==> src/logic/asrc_pkg.sv <==
// Purpose: Constants for the asynchronous 64K x 16 SRAM host controller
// Assumes: core_clk at 125 MHz (8 ns period), slow speed grade timing
// Notes: Counts except write recovery are derived from the times, least times rounded up
package asrc_pkg;
	localparam int CLK_PERIOD_PS = 8000;
	localparam int ADDR_W = 16;
	localparam int DATA_W = 16;
	// Slow grade times in ns
	localparam int T_RC_NS = 20;
	localparam int T_AA_NS = 20;
	localparam int T_OHZ_NS = 8;
	localparam int T_WC_NS = 20;
	localparam int T_AW_NS = 12;
	localparam int T_WP_NS = 12;
	localparam int T_DW_NS = 10;
	localparam int T_WHZ_NS = 8;
	localparam int T_CLZ_NS = 5;
	// Round up to whole cycles, at least one
	function automatic int ns_to_cyc(input int ns);
		int c;
		c = (ns * 1000 + CLK_PERIOD_PS - 1) / CLK_PERIOD_PS;
		return (c < 1) ? 1 : c;
	endfunction
	// Read strobe held for access time plus one sample margin cycle
	localparam int RD_CYC = ns_to_cyc(T_AA_NS) + 1;
	localparam int RD_TURN_CYC = ns_to_cyc(T_OHZ_NS);
	// Write pulse long enough for both pulse width and bus turn-off plus data setup
	localparam int WP_CYC = (ns_to_cyc(T_WP_NS) > ns_to_cyc(T_WHZ_NS + T_DW_NS)) ?
		ns_to_cyc(T_WP_NS) : ns_to_cyc(T_WHZ_NS + T_DW_NS);
	localparam int WR_REC_CYC = 1;
	localparam int CNT_W = 4;
	localparam logic [CNT_W-1:0] RD_CNT = CNT_W'(RD_CYC - 1);
	localparam logic [CNT_W-1:0] TURN_CNT = CNT_W'(RD_TURN_CYC - 1);
	localparam logic [CNT_W-1:0] WP_CNT = CNT_W'(WP_CYC - 1);
	localparam logic [CNT_W-1:0] REC_CNT = CNT_W'(WR_REC_CYC - 1);
	localparam logic [ADDR_W-1:0] ADDR_RST = 16'h0000;
	localparam logic [DATA_W-1:0] DATA_RST = 16'h0000;
	typedef enum logic [2:0] {
		ASRC_IDLE = 3'b000,
		ASRC_READ = 3'b001,
		ASRC_RTURN = 3'b011,
		ASRC_WRITE = 3'b100,
		ASRC_WREC = 3'b101
	} asrc_state_t;
endpackage

==> src/logic/asrc_ctrl.sv <==
// Purpose: Host controller driving an asynchronous 64K x 16 static RAM
// Assumes: Requests synchronous to core_clk; SRAM pins timed from registers
// Notes: One access at a time; req_ready low while busy
`timescale 1ns/100ps
module asrc_ctrl (
	input wire logic core_clk,
	input wire logic reset_n,
	input wire logic req_valid,
	input wire logic req_write,
	input wire logic [asrc_pkg::ADDR_W-1:0] req_addr,
	input wire logic [asrc_pkg::DATA_W-1:0] req_wdata,
	input wire logic [1:0] req_byte_en,
	output logic req_ready,
	output logic rsp_valid,
	output logic [asrc_pkg::DATA_W-1:0] rsp_rdata,
	output logic [asrc_pkg::ADDR_W-1:0] sram_addr,
	output logic chip_select_n,
	output logic output_enable_n,
	output logic write_enable_n,
	output logic lower_byte_enable_n,
	output logic upper_byte_enable_n,
	input wire logic [asrc_pkg::DATA_W-1:0] sram_data_i,
	output logic [asrc_pkg::DATA_W-1:0] sram_data_o,
	output logic [asrc_pkg::DATA_W-1:0] sram_data_oe
);
	asrc_pkg::asrc_state_t state_r;
	asrc_pkg::asrc_state_t state_nxt;
	logic [asrc_pkg::ADDR_W-1:0] addr_r;
	logic [asrc_pkg::DATA_W-1:0] wdata_r;
	logic [1:0] ben_r;
	logic cs_n_r;
	logic oe_n_r;
	logic we_n_r;
	logic ble_n_r;
	logic bhe_n_r;
	logic ready_r;
	logic rsp_valid_r;
	logic [asrc_pkg::DATA_W-1:0] rdata_r;
	logic tmr_load;
	logic [asrc_pkg::CNT_W-1:0] tmr_val;
	logic tmr_done;
	wire take = ready_r && req_valid;
	wire in_idle = (state_r == asrc_pkg::ASRC_IDLE);
	wire in_read = (state_r == asrc_pkg::ASRC_READ);
	wire in_write = (state_r == asrc_pkg::ASRC_WRITE);
	// Empty byte mask has nothing to select; treated as a full word
	wire [1:0] ben_sel = (req_byte_en == 2'h0) ? 2'h3 : req_byte_en;
	wire rd_end = in_read && tmr_done;
	wire wr_end = in_write && tmr_done;
	// Host drives data only inside the write pulse, after the memory has
	// been told to let go by output enable high and write enable low.
	wire drive_lo = in_write && !tmr_done && ben_r[0];
	wire drive_hi = in_write && !tmr_done && ben_r[1];

	asrc_timer u_timer (
		.core_clk(core_clk),
		.reset_n(reset_n),
		.load(tmr_load),
		.load_val(tmr_val),
		.done(tmr_done)
	);

	asrc_lane u_lane (
		.core_clk(core_clk),
		.reset_n(reset_n),
		.wdata(wdata_r),
		.drive_lo(drive_lo),
		.drive_hi(drive_hi),
		.data_o(sram_data_o),
		.data_oe(sram_data_oe)
	);

	always_comb begin
		state_nxt = state_r;
		tmr_load = 1'b0;
		tmr_val = asrc_pkg::RD_CNT;
		case (state_r)
			asrc_pkg::ASRC_IDLE: begin
				if (take && req_write) begin
					state_nxt = asrc_pkg::ASRC_WRITE;
					tmr_load = 1'b1;
					tmr_val = asrc_pkg::WP_CNT;
				end else if (take) begin
					state_nxt = asrc_pkg::ASRC_READ;
					tmr_load = 1'b1;
					tmr_val = asrc_pkg::RD_CNT;
				end
			end
			asrc_pkg::ASRC_READ: begin
				if (tmr_done) begin
					state_nxt = asrc_pkg::ASRC_RTURN;
					tmr_load = 1'b1;
					tmr_val = asrc_pkg::TURN_CNT;
				end
			end
			asrc_pkg::ASRC_RTURN: begin
				if (tmr_done) begin
					state_nxt = asrc_pkg::ASRC_IDLE;
				end
			end
			asrc_pkg::ASRC_WRITE: begin
				if (tmr_done) begin
					state_nxt = asrc_pkg::ASRC_WREC;
					tmr_load = 1'b1;
					tmr_val = asrc_pkg::REC_CNT;
				end
			end
			asrc_pkg::ASRC_WREC: begin
				if (tmr_done) begin
					state_nxt = asrc_pkg::ASRC_IDLE;
				end
			end
			default: begin
				state_nxt = asrc_pkg::ASRC_IDLE;
			end
		endcase
	end

	// Pin next values: strobes fall on the same edge that latches address and data,
	// so address changes in the same cycle as select, byte enables and write enable.
	wire cs_n_nxt = !((in_idle && take) || (in_read && !tmr_done) || (in_write && !tmr_done));
	wire oe_n_nxt = !((in_idle && take && !req_write) || (in_read && !tmr_done));
	// Write enable falls together with select and byte enables, so outputs stay off
	wire we_n_nxt = !((in_idle && take && req_write) || (in_write && !tmr_done));
	wire [1:0] ben_cur = (in_idle && take) ? ben_sel : ben_r;
	wire lane_act = !cs_n_nxt;
	wire ble_n_nxt = !(lane_act && ben_cur[0]);
	wire bhe_n_nxt = !(lane_act && ben_cur[1]);
	// Next ready: accept only once the bus is quiet again
	wire ready_nxt = (in_idle && !take) || ((state_r == asrc_pkg::ASRC_RTURN) && tmr_done) ||
		((state_r == asrc_pkg::ASRC_WREC) && tmr_done);

	always_ff @(posedge core_clk) begin
		if (!reset_n) begin
			state_r <= asrc_pkg::ASRC_IDLE;
			ready_r <= 1'b0;
		end else begin
			state_r <= state_nxt;
			ready_r <= ready_nxt;
		end
	end

	always_ff @(posedge core_clk) begin
		if (!reset_n) begin
			addr_r <= asrc_pkg::ADDR_RST;
			wdata_r <= asrc_pkg::DATA_RST;
			ben_r <= 2'h0;
		end else if (take) begin
			// Address held through the whole cycle and past write end
			addr_r <= req_addr;
			wdata_r <= req_wdata;
			ben_r <= ben_sel;
		end
	end

	always_ff @(posedge core_clk) begin
		if (!reset_n) begin
			cs_n_r <= 1'b1;
			oe_n_r <= 1'b1;
			we_n_r <= 1'b1;
			ble_n_r <= 1'b1;
			bhe_n_r <= 1'b1;
		end else begin
			// Select and byte enables span the full write pulse and end with it
			cs_n_r <= cs_n_nxt;
			oe_n_r <= oe_n_nxt;
			we_n_r <= we_n_nxt;
			ble_n_r <= ble_n_nxt;
			bhe_n_r <= bhe_n_nxt;
		end
	end

	// Sampled on the last strobe cycle, after access time has elapsed;
	// read data from unselected lanes is forced to zero.
	always_ff @(posedge core_clk) begin
		if (!reset_n) begin
			rsp_valid_r <= 1'b0;
			rdata_r <= asrc_pkg::DATA_RST;
		end else begin
			rsp_valid_r <= rd_end || wr_end;
			if (rd_end) begin
				rdata_r <= sram_data_i & {{8{ben_r[1]}}, {8{ben_r[0]}}};
			end
		end
	end

	assign req_ready = ready_r;
	assign rsp_valid = rsp_valid_r;
	assign rsp_rdata = rdata_r;
	assign sram_addr = addr_r;
	assign chip_select_n = cs_n_r;
	assign output_enable_n = oe_n_r;
	assign write_enable_n = we_n_r;
	assign lower_byte_enable_n = ble_n_r;
	assign upper_byte_enable_n = bhe_n_r;
endmodule // asrc_ctrl

==> src/logic/asrc_lane.sv <==
// Purpose: Per-bit data pad control for the shared SRAM data bus
// Assumes: Pad resolution is done outside the design
// Notes: Output enable is registered so the pin never glitches
`timescale 1ns/100ps
module asrc_lane (
	input wire logic core_clk,
	input wire logic reset_n,
	input wire logic [asrc_pkg::DATA_W-1:0] wdata,
	input wire logic drive_lo,
	input wire logic drive_hi,
	output logic [asrc_pkg::DATA_W-1:0] data_o,
	output logic [asrc_pkg::DATA_W-1:0] data_oe
);
	localparam int HALF = asrc_pkg::DATA_W / 2;
	genvar i;
	generate
		for (i = 0; i < asrc_pkg::DATA_W; i++) begin : g_bit
			logic oe_r;
			logic d_r;
			wire sel = (i < HALF) ? drive_lo : drive_hi;
			always_ff @(posedge core_clk) begin
				if (!reset_n) begin
					oe_r <= 1'b0;
					d_r <= 1'b0;
				end else begin
					oe_r <= sel;
					d_r <= wdata[i];
				end
			end
			assign data_o[i] = d_r;
			assign data_oe[i] = oe_r;
		end
	endgenerate
endmodule // asrc_lane

==> src/logic/asrc_timer.sv <==
// Purpose: Down counter timing each phase of an SRAM cycle
// Assumes: Load takes precedence over counting
// Notes: done is high while the count is zero
`timescale 1ns/100ps
module asrc_timer (
	input wire logic core_clk,
	input wire logic reset_n,
	input wire logic load,
	input wire logic [asrc_pkg::CNT_W-1:0] load_val,
	output logic done
);
	logic [asrc_pkg::CNT_W-1:0] cnt_r;
	logic [asrc_pkg::CNT_W-1:0] cnt_nxt;
	assign done = (cnt_r == '0);
	assign cnt_nxt = load ? load_val : (done ? cnt_r : cnt_r - 4'h1);
	always_ff @(posedge core_clk) begin
		if (!reset_n) begin
			cnt_r <= '0;
		end else begin
			cnt_r <= cnt_nxt;
		end
	end
endmodule // asrc_timer

==> config.mk <==
export PLATFORM = sky130hd
export DESIGN_NAME = asrc_ctrl
export DESIGN_NICKNAME = d
export VERILOG_FILES = /design/src/logic/asrc_pkg.sv /design/src/logic/asrc_ctrl.sv /design/src/logic/asrc_lane.sv /design/src/logic/asrc_timer.sv
export SDC_FILE = /design/constraint.sdc
export NUM_CORES = 1
export LEC_CHECK = 0
export ABC_CLOCK_PERIOD_IN_PS = 2900
export BUFFER_PORTS_ARGS = -buffer_cell sky130_fd_sc_hd__buf_2
export CAP_MARGIN = 20
export CELL_PAD_IN_SITES_DETAIL_PLACEMENT = 0
export CELL_PAD_IN_SITES_GLOBAL_PLACEMENT = 2
export CORE_UTILIZATION = 29
export CTS_CLUSTER_DIAMETER = 50
export DETAILED_ROUTE_END_ITERATION = 12
export MAX_ROUTING_LAYER = met4
export PLACE_DENSITY_LB_ADDON = 0.1
export SYNTH_ARGS = -nofsm -noshare
export SYNTH_HDL_FRONTEND = slang
export SYNTH_SLANG_ARGS = --single-unit
==> constraint.sdc <==
create_clock -name core_clk -period 2.9 [get_ports core_clk]
set_input_delay 0.29 -clock core_clk [delete_from_list [all_inputs] [get_ports core_clk]]
set_output_delay 0.29 -clock core_clk [all_outputs]
set_load 0.005 [all_outputs]
### Yosys cells after proc, flatten, opt, wreduce, memory -nomap -nowiden

Cells that the tools add are included.

* bits in registers: 82
* bits in latches: 0
* bits in writable memories: 0
* memory bits (read-only): 0
* output and inout port bits: 71
* memories kept: 0

* add/subtract/negate cells: 1
* multiply operators: 0
* div/mod/pow operators: 0
* order comparisons: 0
* eq/ne operators: 9
* shift-type cells: 0
* multiplexer cells: 17
* bitwise logic cells: 1
* reduce and logical (&&, ||, !) cells: 37

Operator list (number)
* $and 16x16->16: 1
* $logic_and 1x1->1: 16
* $mux 3: 5
* $pmux 3 s4: 1
* $logic_not 1->1: 8
* $mux 4: 2
* $logic_or 1x1->1: 7
* $eq 3x3->1 const B: 2
* $mux 2: 3
* $logic_not 4->1: 1
* $mux 1: 4
* $ne 2x1->1 const B: 2
* $ne 2x2->1 const B: 2
* $pmux 2 s2: 1
* $reduce_and 4->1: 1
* $reduce_or 2->1: 2
* $sub 4x1->4 const B: 1
* $eq 3x1->1 const B: 1
* $eq 3x2->1 const B: 1
* $logic_not 3->1: 1
* $ne 3x2->1 const B: 1
* $logic_not 2->1: 1
* $pmux 1 s2: 1

### Depth between registers and ports, before layout

* word-level depth: 7
* depth in mapped cells: 8
* depth with buffers taken out: 6

### Hierarchy

Synthesis repeated with hierarchy kept, for this count alone.

* cells, all modules: 379
* area, all modules: 3269.4 sq um

By module, submodules not included
* asrc_ctrl: instances 1, cells an instance 282, area each 2306.0 sq um, seq. area each 1201.2 sq um
* asrc_lane: instances 1, cells an instance 69, area each 742.0 sq um, seq. area each 360.3 sq um
* asrc_timer: instances 1, cells an instance 28, area each 221.5 sq um, seq. area each 80.1 sq um

### Worst setup path before layout

Ideal clock, no wire load.

* path type: register to register
* start point: register u_timer.cnt_r[0] (netlist name)
* end point: register u_timer.cnt_r[0] (netlist name)
* library setup time: 0.124 ns
* arrival: 1.377 ns
* path slack: 1.399 ns
* cell stages (with the launch flop): 8
* buffers on the path: 1
* period minus slack after synthesis: 1.501 ns
* cells stage by stage: dfxtp_1 -> inv_1 -> ha_1 -> or3b_1 -> clkbuf_1 -> o21a_1 -> nor3_1 -> nor3_1

* longest elaborated chain between the ends: 4
* elaborated cells between the ends (all ways): 9

Ends and longest elaborated chain
* start: declaration: line asrc_timer.sv:12 `logic [asrc_pkg::CNT_W-1:0] cnt_r;`
* start signal: assignment: line asrc_timer.sv:20 `cnt_r <= cnt_nxt;`
* parallel branches: the longest is 4 deep, another holds $sub 4x1->4

Several ways; the timed one is not identified. The select of a mux whose other input is x is not followed.
A chain may end at the register's enable or synchronous reset.

### Worst setup path in the final report

* start point: register u_timer.cnt_r[0] (netlist name)
* end point: register rdata_r, in the netlist rsp_rdata[1]

* longest elaborated chain between the ends: 2

Ends and longest elaborated chain
* $logic_not 4->1: line asrc_timer.sv:14 `assign done = (cnt_r == '0);`
* $logic_and 1x1->1: line asrc_ctrl.sv:48 `wire rd_end = in_read && tmr_done;`
* end signal: assignment: line asrc_ctrl.sv:178 `rdata_r <= asrc_pkg::DATA_RST;`
* end signal: assignment: line asrc_ctrl.sv:182 `rdata_r <= sram_data_i & {{8{ben_r[1]}}, {8{ben_r[0]}}};`
* end: declaration: line asrc_ctrl.sv:38 `logic [asrc_pkg::DATA_W-1:0] rdata_r;`

Every way passes these cells.

==> flow_summary.yaml <==
status:
  status: "complete, no violations"
drt:
  drc: 0
  wl_per_cell_um: 12.9
  vias: 2581
  ant_nets: 0
  wl_mm: 7.79
  dr.pass1.iters: 6
  routed_via_density: 4.29
  drt_iter0_drc: 53
clock_network:
  cts_resized: 0
  clkTransAtPathRegs_ps: 60
  cts_made_buffers: 9
  htreeDepth: 3
  clk_latency_ps: 330
  clockRootBuffer: "clkbuf_16"
  clock_sinks: 82
  tritoncts: "built"
  clock_path_buffers: 2
  post_cts_buffers: 0
  cts_hold_buf: 0
yosys:
  syn-num-nets: 431
  ys_top_cells_by_area: "dfxtp_1 (50%), nand2_1 (10%), a21boi_0 (8.9%)"
  seq_area_frac_synth_pct: 49.9
  synth_cells: 375
  synth_seq_cells: 82
  synth-main-ff-cell: "dfxtp_1"
  synth_top_area_share_pct: 49.9
  yosysWarnings: 0
  syn_area_sq_um: 3290
  synth.distinct_cells: 34
  async_reset_ff_share_pct: 0
  synth_area_leader_cell: "dfxtp_1"
  avgSynthCellArea_sq_um: 8.78
  synth_edf_count: 0
timing:
  rsz0062_at_grt: "no"
  fin_crit_sh_pct: 62.9
  maxSlewViolCount: 0
  fmax_ghz: 0.548
  hold_viol: 0
  fin_tns_setup_ps: 0
  max-slew-margin-rel_pct: 53.7
  fin_worst_skew_ps: 4.20
  final-setup-viol-count: 0
  period_minus_slack_ps: 1830
  tightest_slew_ps: 692
placed_design:
  io_buffers: 124
  dpl.hpwl_mm: 5.28
  gp_congestion: 0.712
finish:
  drive_gt1_share_pct: 31.4
  fin_util_pct: 37.4
  antenna_cells: 0
  area_growth_pct: 24.3
  fin_nets: 513
die:
  pin_count: 125
  dieHeight_um: 109
  start_util_pct: 30.1
  dieArea_sq_um: 11800
  die_x_um: 109
  core_area_sq_um: 10900
  num_rows: 38
worst_setup_path:
  crit_arrival_ps: 2080
  slowest_delay_ps: 580
  critPathKind: "flip-flop to flip-flop"
  cp_max_fo: 16
  cp-end-kind: "flip-flop"
  start_kind: "flip-flop"
  cp.required_ps: 3150
  crit_chain: "inv_1 -> ha_1 -> nor3b_4 -> and3_1 -> nand3_1 -> a21boi_0"
  crit_slowest_cell: "and3_1"
grt:
  overflow: 0
  antenna_found_initial: 0
  grt_pass1_wl_mm: 12.2
  grt_start_max_net_pins: 42
  grt_use_total_pct: 14.3
  grt_pass1_vias: 2481
pwr:
  ir_drop_mv: 0.366
  powerDensity_nw_per_um2: 851
  power_leakage_nw: 1.83
min_path:
  hold_class: "primary input to flip-flop"
flow_run:
  maxCapViolCount: 0
==> path summary, 6_finish.rpt <==
check	end	cells after the start	slack, ps	start
max	rsp_rdata[1]$_SDFFE_PN0P_	6	1070	u_timer.cnt_r[0]$_SDFFE_PN0P_
min	wdata_r[10]$_SDFFE_PN0N_	3	200	req_wdata[10]
max reg2reg	rsp_rdata[1]$_SDFFE_PN0P_	6	1070	u_timer.cnt_r[0]$_SDFFE_PN0P_
min reg2reg	rsp_rdata[7]$_SDFFE_PN0P_	2	450	rsp_rdata[7]$_SDFFE_PN0P_
==> layout make-up <==
cell class	count	area, sq um
clock inverter	6	88.8
inverter	5	18.8
fill	1208	6840
timing repair buffer	128	651
tap	140	175
sequential	82	1640
clock buffer	10	239
multi-input combinational	231	1280
==> metal layers <==
layer	vias to the layer above	routed length, um	global-route usage [%]
met5	-	0	-
met4	0	136	6.08
met3	11	459	4.58
met2	65	3790	23.9
met1	1145	3410	15.5
li1	1360	-	-
==> metrics by stage <==
stage | hold WS (ps) | total power, mW | instance area, sq um | worst slack (ps) | cells
6_report | 199 | 3.48 | 4090 | 1070 | 602
5_1_grt | 200 | 3.70 | 4090 | 846 | 602
4_1_cts | 185 | 3.55 | 4090 | 1040 | 602
3_5_place_dp | 439 | 2.28 | 3760 | 1080 | 586
3_3_place_gp | 435 | 2.28 | 3760 | 1100 | 586
2_1_floorplan | 430 | 2.03 | 3290 | 1400 | 375
==> registers in the layout (all words and copies together) (netlist names), 2 cells and up <==
| register | flops |
|---|---|
| rsp_rdata | 16 |
| sram_addr | 16 |
| u_lane.g_bit.d_r | 16 |
| wdata_r | 16 |
| u_timer.cnt_r | 4 |
| state_r | 3 |
| ben_r | 2 |
| u_lane.g_bit.oe_r | 2 |
==> cell usage after synthesis, types with 3 or more instances <==
cell type	instances
clkbuf_1	16
buf_4	33
or3_1	3
a21oi_1	3
buf_2	7
a21boi_0	39
inv_1	5
nand2_1	88
xnor2_1	3
and3_1	3
a21boi_1	10
nor2_1	11
nand3_1	19
nor4_1	3
nor3_1	7
and2_1	18
dfxtp_1	82
o21ai_0	3
==> worst max-delay path, delay by kind of cell, from the launching register on <==
family	cells	cell delay, ps
flops	1	320
buf+inv	1	90
compound gates	1	200
fa+ha+maj	1	180
simple gates	3	950
==> placed cells by master, fill, tap and decap left out, types with 3 or more instances in the layout <==
| master | synthesis | final |
|---|---|---|
| buf_2 | 7 | 124 |
| nand2_1 | 88 | 88 |
| dfxtp_1 | 82 | 82 |
| a21boi_0 | 39 | 39 |
| nand3_1 | 19 | 19 |
| and2_1 | 18 | 18 |
| nor2_1 | 11 | 11 |
| a21boi_1 | 10 | 10 |
| clkbuf_16 | 0 | 9 |
| nor3_1 | 7 | 7 |
| inv_1 | 5 | 5 |
| buf_4 | 33 | 4 |
| and3_1 | 3 | 3 |
| a21oi_1 | 3 | 3 |
| xnor2_1 | 3 | 3 |
| o21ai_0 | 3 | 3 |
| or3_1 | 3 | 3 |
| nor4_1 | 3 | 3 |
==> kinds of logic after synthesis <==
logic type	share of synthesized area, %
AND/OR/NAND/NOR	22.1
flip-flops	49.9
AO/OA/AOI/OAI	14.6
buffers and inverters	11.3
XOR/XNOR	1.06
adder cells (fa/ha/maj)	1.06
==> where the power goes <==
group          switching [mW]  internal (mW)
logic                   0.476          0.340
clock network           0.460          0.779
registers               0.144           1.28
(Power assumes the default switching activity.)
